$ cat config.mk
export PLATFORM = sky130hd
export DESIGN_NAME = qpcg_core
export DESIGN_NICKNAME = d
export VERILOG_FILES = /design/src/core/qpcg_pkg.sv /design/src/core/qpcg_core.sv /design/src/core/qpcg_ost.sv
export SDC_FILE = /design/constraint.sdc
export NUM_CORES = 1
export LEC_CHECK = 0
export BUFFER_PORTS_ARGS = -buffer_cell sky130_fd_sc_hd__buf_2
export CORE_MARGIN = 4
export CORE_UTILIZATION = 45
export CTS_CLUSTER_DIAMETER = 30
export CTS_CLUSTER_SIZE = 30
export DETAILED_ROUTE_END_ITERATION = 7
export PLACE_DENSITY = 0.67
export RECOVER_POWER = 25
export SYNTH_ARGS = -nofsm -noshare
export SYNTH_HDL_FRONTEND = slang
export SYNTH_SLANG_ARGS = --single-unit
$ cat constraint.sdc
create_clock -name mclk -period 2.68 [get_ports mclk]
set_input_delay 0.268 -clock mclk [delete_from_list [all_inputs] [get_ports mclk]]
set_output_delay 0.268 -clock mclk [all_outputs]
set_load 0.02 [all_outputs]
$ cat src/core/qpcg_pkg.sv
// package for the quadrature phase clock generator
// Notes on behaviour
// - oscillator divided by four into four non-overlapping phases forming one instruction cycle
// - program counter advances once per instruction cycle at phase_one
// - fetched word captured at phase_four, moved to instruction register at next phase_one
// - decode and execute happen in phase_two through phase_four
// - operand read in phase_two, destination write in phase_four
// - fetch of next overlaps execution of current, one instruction per cycle
// - program counter change takes two cycles, prefetched word is discarded
// - external clock mode drives divided clock of four oscillator periods
// - resistor-capacitor mode outputs oscillator divided by four
// - reset forces every port direction bit to one
// - during reset phase generator holds phase_one
// - reset in external modes drives latch enable low, output enable and write high
// - reset cause reported through timeout, powerdown, power-on and brownout flags
// - reset-immune registers keep contents, others take reset values except fetchWord, operand and wrData under a source reset
// - two osc_select_bits choose one of four oscillator modes
// - crystal modes hold reset 1024 oscillator periods after power-up or wake
package qpcg_pkg;

	// =====================================================
	// oscillator modes
	typedef enum logic [1:0] {
		OSC_LOW_FREQ_XTAL = 2'h0,
		OSC_STD_XTAL = 2'h1,
		OSC_EXT_CLOCK = 2'h2,
		OSC_RES_CAP = 2'h3
	} qpcg_osc_type;

	// =====================================================
	// phases, one-hot
	typedef enum logic [3:0] {
		PH_ONE = 4'h1,
		PH_TWO = 4'h2,
		PH_THREE = 4'h4,
		PH_FOUR = 4'h8
	} qpcg_phase_type;

	// =====================================================
	// reset causes
	typedef struct packed {
		logic powerOn;
		logic brownout;
		logic masterClear;
		logic watchdog;
		logic inSleep;
	} qpcg_rstcause_type;

	typedef struct packed {
		logic powerOnN;
		logic brownoutN;
		logic timeoutN;
		logic powerdownN;
	} qpcg_flags_type;

	// =====================================================
	// constants
	localparam int OST_PERIODS = 1024;
	localparam logic [10:0] OST_COUNT = 11'(OST_PERIODS);
	localparam logic [15:0] PC_RESET = 16'h0000;
	localparam logic [15:0] IR_RESET = 16'h0000;
	localparam logic [7:0] DIR_RESET = 8'hFF;
	localparam logic [1:0] JUMP_OP = 2'h3;
	localparam int OP_HI = 15;
	localparam int OP_LO = 14;
	localparam int TGT_HI = 13;
	localparam int TGT_LO = 0;

endpackage : qpcg_pkg

$ cat src/core/qpcg_core.sv
// phase generator, fetch/execute pipeline sequencer and reset state
`timescale 1ns/1ps
module qpcg_core #(
	parameter int DIR_W = 8
) (
	input wire logic mclk,
	input wire logic arst_n,
	input wire qpcg_pkg::qpcg_osc_type oscSelect,
	input wire logic extExecMode,
	input wire qpcg_pkg::qpcg_rstcause_type rstCause,
	input wire logic sleepWake,
	input wire logic [15:0] progData,
	input wire logic [7:0] dataRdIn,
	input wire logic [7:0] dirWrData,
	input wire logic dirWrEn,
	input wire logic [7:0] keepWrData,
	input wire logic keepWrEn,
	output logic [3:0] phase,
	output logic clkOut,
	output logic clkOutEn,
	output logic [15:0] progAddr,
	output logic [15:0] instrReg,
	output logic execValid,
	output logic dataRdStb,
	output logic dataWrStb,
	output logic [7:0] dataWrOut,
	output logic [DIR_W-1:0] portDir,
	output logic latchEnable,
	output logic outputEnable_n,
	output logic writeStrobe_n,
	output logic strobeEn,
	output qpcg_pkg::qpcg_flags_type statusFlags,
	output logic [7:0] keepReg
);
	import qpcg_pkg::*;

	typedef struct packed {
		qpcg_phase_type ph;
		logic clkOut;
		logic clkOutEn;
		logic [15:0] pc;
		logic [15:0] fetchWord;
		logic [15:0] ir;
		logic irValid;
		logic flush;
		logic rdStb;
		logic wrStb;
		logic [7:0] operand;
		logic [7:0] wrData;
		logic [DIR_W-1:0] dir;
		logic ale;
		logic oeN;
		logic wrN;
		logic strobeEn;
		qpcg_flags_type flags;
		logic held;
	} qpcg_core_state_type;

	qpcg_core_state_type st_r, st_nxt;
	logic [7:0] keep_r;
	logic anyReset;
	logic ostStart;
	logic ostBusy;
	logic xtalMode;
	logic isJump;

	// =====================================================
	// mode and reset source decode
	assign xtalMode = (oscSelect == OSC_LOW_FREQ_XTAL) || (oscSelect == OSC_STD_XTAL);
	assign anyReset = rstCause.powerOn | rstCause.brownout | rstCause.masterClear | rstCause.watchdog;
	assign ostStart = rstCause.powerOn | rstCause.brownout |
		(xtalMode & ((rstCause.masterClear & rstCause.inSleep) | sleepWake));

	// a jump is only honoured from an instruction that is really executed
	assign isJump = st_r.irValid && (st_r.ir[OP_HI:OP_LO] == JUMP_OP);

	// =====================================================
	// start-up hold, counts oscillator periods after power-up or wake
	qpcg_ost u_ost (
		.mclk(mclk),
		.arst_n(arst_n),
		.start(ostStart),
		.busy(ostBusy)
	);

	// =====================================================
	// next state
	always_comb begin
		st_nxt = st_r;
		st_nxt.rdStb = 1'b0;
		st_nxt.wrStb = 1'b0;
		st_nxt.clkOutEn = (oscSelect == OSC_EXT_CLOCK) || (oscSelect == OSC_RES_CAP);
		// phase, pc, ir, port direction and bus strobes sit at reset values while a source or the start-up hold is active; fetchWord, operand and wrData keep theirs
		if (anyReset || ostBusy) begin
			st_nxt.ph = PH_ONE;
			st_nxt.held = 1'b1;
			st_nxt.clkOut = 1'b0;
			st_nxt.pc = PC_RESET;
			st_nxt.ir = IR_RESET;
			st_nxt.irValid = 1'b0;
			st_nxt.flush = 1'b0;
			st_nxt.dir = '1;
			st_nxt.strobeEn = extExecMode;
			st_nxt.ale = 1'b0;
			st_nxt.oeN = 1'b1;
			st_nxt.wrN = 1'b1;
			if (anyReset) begin
				// power-on dominates, then brown-out, then the watchdog and sleep qualifiers
				st_nxt.flags.powerOnN = 1'b1;
				st_nxt.flags.brownoutN = 1'b1;
				st_nxt.flags.timeoutN = 1'b1;
				st_nxt.flags.powerdownN = 1'b1;
				if (rstCause.powerOn) begin
					st_nxt.flags.powerOnN = 1'b0;
					st_nxt.flags.brownoutN = 1'b0;
				end else if (rstCause.brownout) begin
					st_nxt.flags.brownoutN = 1'b0;
				end else begin
					if (rstCause.watchdog) begin
						st_nxt.flags.timeoutN = 1'b0;
					end
					if (rstCause.inSleep) begin
						st_nxt.flags.powerdownN = 1'b0;
					end
				end
			end
		end else begin
			st_nxt.held = 1'b0;
			if (dirWrEn) begin
				st_nxt.dir = DIR_W'(dirWrData);
			end
			unique case (st_r.ph)
				PH_ONE: begin
					st_nxt.ph = PH_TWO;
				end
				PH_TWO: begin
					st_nxt.ph = PH_THREE;
					st_nxt.clkOut = 1'b1;
				end
				PH_THREE: begin
					st_nxt.ph = PH_FOUR;
				end
				PH_FOUR: begin
					st_nxt.ph = PH_ONE;
					st_nxt.clkOut = 1'b0;
				end
			endcase
			// pipeline actions on entry to each phase
			// fetch of the next word overlaps execution of the current one
			unique case (st_nxt.ph)
				PH_ONE: begin
					st_nxt.pc = st_r.pc + 16'h0001;
					st_nxt.ir = st_r.fetchWord;
					st_nxt.irValid = ~st_r.flush;
					st_nxt.flush = 1'b0;
				end
				PH_TWO: begin
					st_nxt.rdStb = st_r.irValid;
					st_nxt.operand = dataRdIn;
				end
				PH_THREE: begin
					st_nxt.wrData = st_r.operand;
				end
				PH_FOUR: begin
					st_nxt.fetchWord = progData;
					st_nxt.wrStb = st_r.irValid;
					if (isJump) begin
						st_nxt.pc = {2'h0, st_r.ir[TGT_HI:TGT_LO]};
						st_nxt.flush = 1'b1;
					end
				end
			endcase
		end
	end

	// =====================================================
	// state register
	// pin reset parks the phase in phase_one like any other reset source
	always_ff @(posedge mclk or negedge arst_n) begin
		if (!arst_n) begin
			st_r <= '0;
			st_r.ph <= PH_ONE;
			st_r.held <= 1'b1;
			st_r.dir <= '1;
			st_r.oeN <= 1'b1;
			st_r.wrN <= 1'b1;
			st_r.flags <= '1;
		end else begin
			st_r <= st_nxt;
		end
	end

	// =====================================================
	// reset-immune storage
	// unaffected by any reset, so no reset branch
	always_ff @(posedge mclk) begin
		if (keepWrEn) begin
			keep_r <= keepWrData;
		end
	end

	// =====================================================
	// outputs, all straight from the state register except keepReg, which comes from keep_r
	assign phase = st_r.ph;
	assign clkOut = st_r.clkOut;
	assign clkOutEn = st_r.clkOutEn;
	assign progAddr = st_r.pc;
	assign instrReg = st_r.ir;
	assign execValid = st_r.irValid;
	assign dataRdStb = st_r.rdStb;
	assign dataWrStb = st_r.wrStb;
	assign dataWrOut = st_r.wrData;
	assign portDir = st_r.dir;
	assign latchEnable = st_r.ale;
	assign outputEnable_n = st_r.oeN;
	assign writeStrobe_n = st_r.wrN;
	assign strobeEn = st_r.strobeEn;
	assign statusFlags = st_r.flags;
	assign keepReg = keep_r;

endmodule // qpcg_core

$ cat src/core/qpcg_ost.sv
// oscillator start-up hold counter
`timescale 1ns/1ps
module qpcg_ost (
	input wire logic mclk,
	input wire logic arst_n,
	input wire logic start,
	output logic busy
);
	import qpcg_pkg::*;

	typedef struct packed {
		logic [10:0] cnt;
		logic busy;
	} qpcg_ost_state_type;

	qpcg_ost_state_type st_r, st_nxt;

	// =====================================================
	// count oscillator periods while held
	always_comb begin
		st_nxt = st_r;
		if (start) begin
			st_nxt.cnt = 11'h000;
			st_nxt.busy = 1'b1;
		end else if (st_r.busy) begin
			st_nxt.cnt = st_r.cnt + 11'h001;
			if (st_r.cnt == OST_COUNT - 11'h001) begin
				st_nxt.busy = 1'b0;
			end
		end
	end

	always_ff @(posedge mclk or negedge arst_n) begin
		if (!arst_n) begin
			st_r <= '0;
		end else begin
			st_r <= st_nxt;
		end
	end

	assign busy = st_r.busy;

endmodule // qpcg_ost

==> results of run 1 <==
[power by group]
group          internal [mW]  total, mW  switching [mW]
Clock                  0.682       1.25           0.571
Combinational         0.0520      0.135          0.0832
Sequential              1.66       1.66         0.00765
Total                   2.39       3.05           0.662
[cell usage after synthesis (6+ instances only)]
cell / n
sky130_fd_sc_hd__dfrtp_1: 86
sky130_fd_sc_hd__nand2_1: 64
sky130_fd_sc_hd__buf_4: 60
sky130_fd_sc_hd__a21oi_1: 33
sky130_fd_sc_hd__nor2_1: 26
sky130_fd_sc_hd__mux2_2: 24
sky130_fd_sc_hd__clkbuf_1: 15
sky130_fd_sc_hd__dfstp_2: 13
sky130_fd_sc_hd__nand3_1: 11
sky130_fd_sc_hd__nand4_1: 11
sky130_fd_sc_hd__mux2i_1: 10
sky130_fd_sc_hd__o21ai_0: 10
sky130_fd_sc_hd__mux2_1: 9
sky130_fd_sc_hd__edfxtp_1: 8
sky130_fd_sc_hd__inv_1: 6
sky130_fd_sc_hd__nor3_1: 6
sky130_fd_sc_hd__nor4_1: 6
[worst paths after layout]
| kind | slack (ps) | to | cells after the start | startpoint |
|---|---|---|---|---|
| hold / removal | 70 | clkOutEn | 1 | oscSelect[1] |
| setup / recovery | 470 | progAddr[11] | 4 | phase[1] |
| min in group asynchronous | 740 | st_r[60] | 2 | arst_n |
| setup reg to reg | 470 | progAddr[11] | 4 | phase[1] |
| max in group asynchronous | 1000 | phase[0] | 3 | arst_n |
| hold reg to reg | 460 | strobeEn | 2 | strobeEn |
[cell families after synthesis]
family,share of synthesized area
AO/OA/AOI/OAI,0.0857
XOR/XNOR,0.0172
adder cells (fa/ha/maj),0.00493
buffers and inverters,0.110
flip-flops,0.538
multiplexers,0.0929
other,0.00148
AND/OR/NAND/NOR,0.149
[per-stage QoR]
step           power [mW]  worst slack, ps  hold slack, ps  area [sq um]
6_report             3.05              472            69.5          5680
5_1_grt              3.18              376            55.9          5680
3_5_place_dp         1.83              475             345          5390
4_1_cts              3.10              484            42.1          5690
3_3_place_gp         1.83              509             336          5390
2_1_floorplan        1.75              716           -27.6          5080
[registers in the layout, summed over array words and instances (netlist names), 4 cells and up]
signal and cells:
instrReg 16, statusFlags 4, phase 4, dataWrOut 8, keepReg 8, progAddr 16
portDir 8, u_ost.st_r 11, st_r 25
[metal layers]
layer	share of wire	track usage	vias up
met1	0.43	0.238	1745
met4	0.012	0.0546	0
met5	0	0	-
met2	0.47	0.275	147
li1	-	-	1710
met3	0.087	0.0433	9
[timing repair]
| item | in CTS | in global routing |
|---|---|---|
| setup endpoints to repair | 0 | 0 |
| hold endpoints to repair | 37 | 0 |
| hold buffers | 1 | 0 |
[area by class of cell]
| class | instances | area share |
|---|---|---|
| sequential | 107 | 0.481 |
| multi-input combinational | 279 | 0.316 |
| timing repair buffer | 128 | 0.118 |
| clock inverter | 3 | 0.00396 |
| tap | 140 | 0.0308 |
| clock buffer | 13 | 0.0458 |
| inverter | 6 | 0.00396 |
[critical path: cells and delay by family (launching register included)]
kind,cells,cell delay [ps]
flip-flops,1,480
multiplexers,1,380
AND/OR/NAND/NOR,2,1150
AO/OA/AOI/OAI,1,130
==> results.toml, run 1 <==
[outcome]
run_status = "finished clean"

[synthesis]
synth_largest_area_cell = "sky130_fd_sc_hd__dfrtp_1"
yosysSeqAreaShare = 0.538
synth_async_sr_flop_share = 0.925
netlist_instances = 471
post_synth.cell_area_avg_sq_um = 10.8
synth_enable_flop_cells = 8
ys.warnings.count = 0
yosys_register_bits = 107
netlist_top_cells_area = "sky130_fd_sc_hd__dfrtp_1 42%, sky130_fd_sc_hd__buf_4 8.9%, sky130_fd_sc_hd__dfstp_2 6.7%, sky130_fd_sc_hd__mux2_2 5.3%, sky130_fd_sc_hd__edfxtp_1 4.7%"
yosys.area.top_type_share = 0.424
yosys_most_used_dff = "sky130_fd_sc_hd__dfrtp_1"
mappedNetlistArea_sq_mm = 0.00508
synth_cell_type_count = 53

[global_routing]
gr-total-overflow = 0
grt_usage = 0.174
grt_max_degree = 51
antenna_violations_before_repair = 0
grt_pass1_vias = 3545
grt_first_pass_wirelength_um = 18000

[routing]
detail_route.wirelength_um = 10700
num_vias = 3611
firstDrtPassIters = 4
vias_per_cell = 5.34
remaining_drc_errors = 0
wl_per_cell_um = 15.9
dr.first_iter.drc_count = 200
postRouteAntennaNets = 0

[worst_setup_path]
critical_path.startpoint_type = "flip-flop"
arrival_time_of_the_worst_setup_path_ps = 2480
worst-setup-path-type = "reg -> reg"
slowest_stage = "sky130_fd_sc_hd__or4b_4"
timing.critical_path.required_ps = 2950
path_max_fanout = 31
crit_path_cell_trace = "or4b_4, nor4_1, mux2_2, a21oi_1"
worst_path_largest_cell_delay_ps = 760
timing.critical_path.to_type = "flip-flop"

[finish]
num-fill-cells = 1002
num_antenna_cells = 0
multiInputGateArea_sq_mm = 0.00180
layout.cells.most_common_list = "118 x sky130_fd_sc_hd__buf_2, 86 x sky130_fd_sc_hd__dfrtp_1, 64 x sky130_fd_sc_hd__nand2_1, 33 x sky130_fd_sc_hd__a21oi_1, 26 x sky130_fd_sc_hd__nor2_1"
area_growth_syn_to_fin_pct = 11.9
most_common_library_cell_in_the_layout_ignoring_fill_and_taps = "sky130_fd_sc_hd__buf_2"
final_core_utilization = 0.520
final_cells = 676
fin_nets = 586
ff_latch_area_sq_mm = 0.00273
post_route_cells_drive_above_1_share = 0.349

[clocking]
htree_num_levels = 3
clock_insertion_delay_worst_skew_ps = 340
clk_pin_slew_worst_paths_ps = 70
cts_tree = "built"
cts_max_path_buffers = 2
post_cts.resized_instances = 0
tritoncts.num_buffers = 9
cts_setup_buffers = 0
clock-root-buffer = "sky130_fd_sc_hd__clkbuf_16"
cts.sinks = 107

[power_and_ir_drop]
total_leakage_power_nw = 2.63
ir_worst_vdd_v = 0.000298
power_density_mw_per_mm2 = 537

[placed_design]
dp_wirelength_um = 7640
gp_routability_congestion = 0.797
dp.cells = 659
port_buffers = 121

[timing]
setup-tns-final_ps = 0
fmax_mhz = 453
total_count_of_hold_check_failures_in_the_final_report = 0
timing.final.crit_share = 0.824
max_slew_violation_count = 0
slew-limit-headroom = 0.143
setup_repair_after_global_routing_missed_its_margin = "no"
worst-slew-pin-transition_ps = 1290
number_of_failing_setup_endpoints_in_the_final_timing_report = 0
final.setup_skew_ps = 8.78
final_period_minus_worst_setup_slack_ps = 2210

[die]
row_count = 38
die_width_um = 114
dieArea_sq_mm = 0.0130
initial_utilization = 0.464
pin_count = 126
core_region_sq_mm = 0.0109
chipHeight_um = 114

[flow_run]
max_cap_violations = 0

[hold_path]
worst_hold_path_type = "in -> reg"
No activity file was read; power rests on OpenSTA's default activity.
==> run 2, diff against run 1 <==
- clock period: 2.68 -> 2.1 ns (I/O delays scaled with it)
==> run 2 against run 1 <==
- non-clock buffer count rose by 13
- core utilization rose by 1.5 points
- via count fell by 0.61%
- sequential share of layout area fell by 1.4 points
- design area rose by 3.0%
- critical path depth did not move
- maximum frequency rose by 10%
- worst hold slack got worse by 32 ps
- cell count rose by 1.9%
- combinational power rose by 28%
- critical path type unchanged
- critical endpoint is now st_r[56]
- highest routed layer unchanged
==> results.toml, run 2 (synthesis results as in run 1) <==
[routing]
firstDrtPassIters = 4
remaining_drc_errors = 0
wl_per_cell_um = 15.8
detail_route.wirelength_um = 10900
vias_per_cell = 5.21
num_vias = 3589
postRouteAntennaNets = 0
dr.first_iter.drc_count = 173

[worst_setup_path]
path_max_fanout = 17
critical_path.startpoint_type = "flip-flop"
timing.critical_path.to_type = "flip-flop"
timing.critical_path.required_ps = 2330
arrival_time_of_the_worst_setup_path_ps = 2230
worst-setup-path-type = "reg -> reg"

[hold_path]
worst_hold_path_type = "in -> reg"

[finish]
layout.cells.most_common_list = "118 x sky130_fd_sc_hd__buf_2, 86 x sky130_fd_sc_hd__dfrtp_1, 64 x sky130_fd_sc_hd__nand2_1, 32 x sky130_fd_sc_hd__a21oi_1, 26 x sky130_fd_sc_hd__nor2_1"
most_common_library_cell_in_the_layout_ignoring_fill_and_taps = "sky130_fd_sc_hd__buf_2"
area_growth_syn_to_fin_pct = 15.2
num_antenna_cells = 0
largest_register_ffs = 25
ff_latch_area_sq_mm = 0.00273
final_cells = 689
fin_nets = 599
num-fill-cells = 979
max_flop_register = "st_r"
post_route_cells_drive_above_1_share = 0.368
multiInputGateArea_sq_mm = 0.00181

[power_and_ir_drop]
power_density_mw_per_mm2 = 702
total_leakage_power_nw = 2.73
ir_worst_vdd_v = 0.000492

[timing]
timing.final.crit_share = 0.953
final.setup_skew_ps = 5.06
setup_repair_after_global_routing_missed_its_margin = "no"
worst-slew-pin-transition_ps = 1320
max_slew_violation_count = 0
total_count_of_hold_check_failures_in_the_final_report = 0
number_of_failing_setup_endpoints_in_the_final_timing_report = 0
fmax_mhz = 500
setup-tns-final_ps = 0
slew-limit-headroom = 0.122
final_period_minus_worst_setup_slack_ps = 2000

[clocking]
clock-root-buffer = "sky130_fd_sc_hd__clkbuf_16"
cts_max_path_buffers = 2
clock_insertion_delay_worst_skew_ps = 350
cts.sinks = 107
cts_tree = "built"
clk_pin_slew_worst_paths_ps = 70
tritoncts.num_buffers = 9
htree_num_levels = 3

[die]
core_region_sq_mm = 0.0109
dieArea_sq_mm = 0.0130
pin_count = 126
initial_utilization = 0.464
die_width_um = 114
chipHeight_um = 114
row_count = 38

[flow_run]
max_cap_violations = 0

[global_routing]
antenna_violations_before_repair = 0
grt_usage = 0.174
gr-total-overflow = 0
grt_max_degree = 100
grt_pass1_vias = 3644
grt_first_pass_wirelength_um = 18100

[outcome]
run_status = "finished clean"

[placed_design]
dp_wirelength_um = 7750
dp.cells = 669
gp_routability_congestion = 0.825
port_buffers = 121
==> run 2: changes by cell type in the layout (fill, tap and decap cells not counted), moves of 2 or more <==
cell	before	now
sky130_fd_sc_hd__buf_4	5	14
sky130_fd_sc_hd__bufinv_16	0	2
sky130_fd_sc_hd__clkbuf_1	4	2
sky130_fd_sc_hd__clkbuf_4	0	2
sky130_fd_sc_hd__clkbuf_8	2	0
sky130_fd_sc_hd__dlygate4sd3_1	1	3
==> run 2: area by class of cell <==
cell class              instances  share of cell area
clock buffers                   9              0.0385
clock inverters                 7              0.0169
well taps                     140              0.0299
repair buffers                141               0.135
flip-flops and latches        107               0.467
multi-input cells             279               0.309
inverters                       6             0.00385
==> run 2: per-stage QoR <==
stage | util | worst slack, ps | power, mW | area, sq um | hold WS [ps]
floorplan | - | 136 | 2.23 | 5080 | -85.6
detailed placement | 0.501 | 57.9 | 2.34 | 5480 | 314
finish | 0.535 | 98.0 | 4.11 | 5850 | 37.6
global placement | 0.501 | 93.6 | 2.33 | 5480 | 305
global route | 0.535 | 6.92 | 4.26 | 5850 | 24.7
CTS | 0.534 | 47.0 | 4.17 | 5840 | 25.0
==> run 2: power breakdown <==
part | internal [mW] | leakage, nW | total, mW | switching [mW]
registers | 2.11 | 1.40 | 2.12 | 0.00972
clock network | 1.05 | 0.153 | 1.81 | 0.762
logic | 0.0665 | 1.17 | 0.173 | 0.106
==> run 2: per-layer routing <==
metal | GRT usage | vias to the layer above | share of wire
li1 | - | 1733 | -
met4 | 0.0570 | 0 | 0.011
met2 | 0.273 | 122 | 0.47
met1 | 0.238 | 1724 | 0.44
met3 | 0.0449 | 10 | 0.075
met5 | 0 | - | 0
==> run 2: final timing paths <==
path | start | slack (ps) | cells past startpoint | endpoint
max | phase[1] | 100 | 4 | st_r[56]
min | keepWrData[3] | 40 | 1 | keepReg[3]
max reg2reg | phase[1] | 100 | 4 | st_r[56]
min reg2reg | strobeEn | 480 | 2 | strobeEn
max in group asynchronous | arst_n | 450 | 3 | u_ost.st_r[7]
min in group asynchronous | arst_n | 830 | 3 | st_r[59]
==> run 2: critical path, cell delays in order, from the launching register on <==
cell                      delay [ps]
sky130_fd_sc_hd__dfrtp_1         440
sky130_fd_sc_hd__or4b_1          750
sky130_fd_sc_hd__nor2_8          190
sky130_fd_sc_hd__buf_12          160
sky130_fd_sc_hd__mux2_2          340
==> run 2: what timing repair did <==
| action | CTS | global route |
|---|---|---|
| hold endpoints to repair | 88 | 0 |
| resized for setup | 0 | 2 |
| setup buffers | 0 | 1 |
| endpoints found under the setup margin | 0 | 16 |
| hold buffers | 3 | 0 |
==> run 3, diff against run 2 <==
- GPL_TIMING_DRIVEN: default -> 0
==> run 3 against run 2 <==
- global-route usage is 0.83 points higher
- count of clock-buffer cells in the layout stayed put
- register-to-register slack worse by 30 ps
- critical path type unchanged
- highest routed layer unchanged
==> results.toml, run 3 (synthesis results as in run 1) <==
[clocking]
clock_insertion_delay_worst_skew_ps = 340
cts.sinks = 107
cts_tree = "built"
clock-root-buffer = "sky130_fd_sc_hd__clkbuf_16"
cts_max_path_buffers = 2
tritoncts.num_buffers = 9
clk_pin_slew_worst_paths_ps = 70
htree_num_levels = 3

[finish]
ff_latch_area_sq_mm = 0.00274
multiInputGateArea_sq_mm = 0.00182
final_cells = 752
final_core_utilization = 0.573
layout.cells.most_common_list = "117 x sky130_fd_sc_hd__buf_2, 82 x sky130_fd_sc_hd__dfrtp_1, 65 x sky130_fd_sc_hd__buf_4, 64 x sky130_fd_sc_hd__nand2_1, 33 x sky130_fd_sc_hd__a21oi_1"
area_growth_syn_to_fin_pct = 23.4
final_instance_area_sq_mm = 0.00626
num-fill-cells = 985
num_antenna_cells = 0
post_route_cells_drive_above_1_share = 0.415
largest_register_ffs = 25
max_flop_register = "st_r"
fin_nets = 662
most_common_library_cell_in_the_layout_ignoring_fill_and_taps = "sky130_fd_sc_hd__buf_2"

[timing]
fmax_mhz = 493
timing.final.crit_share = 0.965
setup_repair_after_global_routing_missed_its_margin = "no"
max_slew_violation_count = 0
final.setup_skew_ps = 6.29
worst-slew-pin-transition_ps = 1380
number_of_failing_setup_endpoints_in_the_final_timing_report = 0
total_count_of_hold_check_failures_in_the_final_report = 0
setup-tns-final_ps = 0
final_period_minus_worst_setup_slack_ps = 2030
slew-limit-headroom = 0.0779

[worst_setup_path]
arrival_time_of_the_worst_setup_path_ps = 2260
critical_path.startpoint_type = "flip-flop"
regToRegEndpoint = "progAddr[10]"
path_max_fanout = 10
reg2reg_depth = 4
timing.critical_path.to_type = "flip-flop"
worstReg2RegStart = "phase[1]"
worst-setup-path-type = "reg -> reg"
reg2reg_setup_slack_ps = 70
timing.critical_path.required_ps = 2330

[placed_design]
dp_wirelength_um = 8470
dpl_cell_area_sq_mm = 0.00589
dp.cells = 733
port_buffers = 120
gp_routability_congestion = 0.882

[hold_path]
worstHoldEndpoint = "statusFlags[3]"
hold_depth = 2
hold_path_startpoint = "rstCause[4]"
worst_hold_path_type = "in -> reg"

[die]
chipHeight_um = 114
initial_utilization = 0.464
pin_count = 126
row_count = 38
core_region_sq_mm = 0.0109
die_width_um = 114
dieArea_sq_mm = 0.0130

[power_and_ir_drop]
share_seq_of_total_power = 0.517
swShare = 0.212
comb_power_share = 0.045
cell_internal_pwr_mw = 3.23
ir_worst_vdd_v = 0.000400
total_leakage_power_nw = 2.99
power_density_mw_per_mm2 = 655
power.switching_mw = 0.870
clock_power_share = 0.438

[global_routing]
antenna_violations_before_repair = 0
grt_usage = 0.183
gr-total-overflow = 0
grt_max_degree = 54
grt_first_pass_wirelength_um = 19100
grt_pass1_vias = 3882

[routing]
dr.first_iter.drc_count = 197
num_vias = 3851
firstDrtPassIters = 5
vias_per_cell = 5.12
remaining_drc_errors = 0
wl_per_cell_um = 15.2
postRouteAntennaNets = 0
detail_route.wirelength_um = 11500

[outcome]
run_status = "finished clean"

[flow_run]
max_cap_violations = 0
==> run 3: cell types whose count changed in the layout (fill, tap and decap cells not counted), moves of 4 or more <==
cell | before | now
sky130_fd_sc_hd__dfrtp_2 | 0 | 4
sky130_fd_sc_hd__dfrtp_1 | 86 | 82
sky130_fd_sc_hd__buf_4 | 14 | 65
sky130_fd_sc_hd__clkbuf_1 | 2 | 17
==> run 3: worst max-delay path by stage <==
stage	slack [ps]	end	cells after the start	from
4_1_cts	2	progAddr[10]	5	phase[0]
3_3_place_gp	-210	progAddr[3]	6	phase[0]
2_1_floorplan	140	st_r[59]	5	phase[0]
6_report	70	progAddr[10]	4	phase[1]
5_1_grt	20	progAddr[0]	6	phase[1]
3_5_place_dp	-240	progAddr[3]	6	phase[0]
==> run 3: worst max-delay path: stages (launching register included) <==
cell	delay, ps
sky130_fd_sc_hd__dfrtp_2	480
sky130_fd_sc_hd__or4b_4	600
sky130_fd_sc_hd__buf_4	200
sky130_fd_sc_hd__or3_1	370
sky130_fd_sc_hd__a32o_1	270
==> run 3: metrics by stage <==
step                      hold WS (ps)  power, mW  worst slack, ps
after floorplan                  -85.6       2.23              136
after global placement             362       2.34             -208
after detailed placement           311       2.35             -236
after CTS                        0.324       4.15             1.74
after global routing              17.6       4.27             18.5
final                             13.8       4.10             72.9
==> run 3: final cells by class <==
| type | instances | area share |
|---|---|---|
| plain buffers | 78 | 0.0849 |
| clock buffers | 9 | 0.0359 |
| repair buffers | 126 | 0.106 |
| well taps | 140 | 0.0280 |
| multi-input cells | 279 | 0.290 |
| flip-flops and latches | 107 | 0.437 |
| inverters | 6 | 0.00359 |
| clock inverters | 7 | 0.0146 |
==> run 3: metal layers <==
layer | up-vias | global-route usage | part of all wire
met5 | - | 0 | 0
met4 | 0 | 0.0491 | 0.012
met3 | 12 | 0.0460 | 0.079
met2 | 131 | 0.298 | 0.47
met1 | 1850 | 0.245 | 0.44
li1 | 1858 | - | -
==> run 3: power by group through the flow <==
stage / registers [mW] / clock network [mW] / logic (mW)
global placement: 2.16 / 0 / 0.176
CTS: 2.12 / 1.84 / 0.191
finish: 2.12 / 1.79 / 0.185
global route: 2.12 / 1.94 / 0.208
detailed placement: 2.16 / 0 / 0.189
floorplan: 2.18 / 0 / 0.0498
==> run 3: timing repair <==
| item | CTS | global route |
|---|---|---|
| endpoints found under the setup margin | 22 | 18 |
| gates cloned | 0 | 0 |
| hold buffers | 1 | 0 |
| setup buffers | 0 | 4 |
| resized for setup | 5 | 5 |
| hold endpoints to repair | 44 | 0 |
| pin swaps | 0 | 1 |
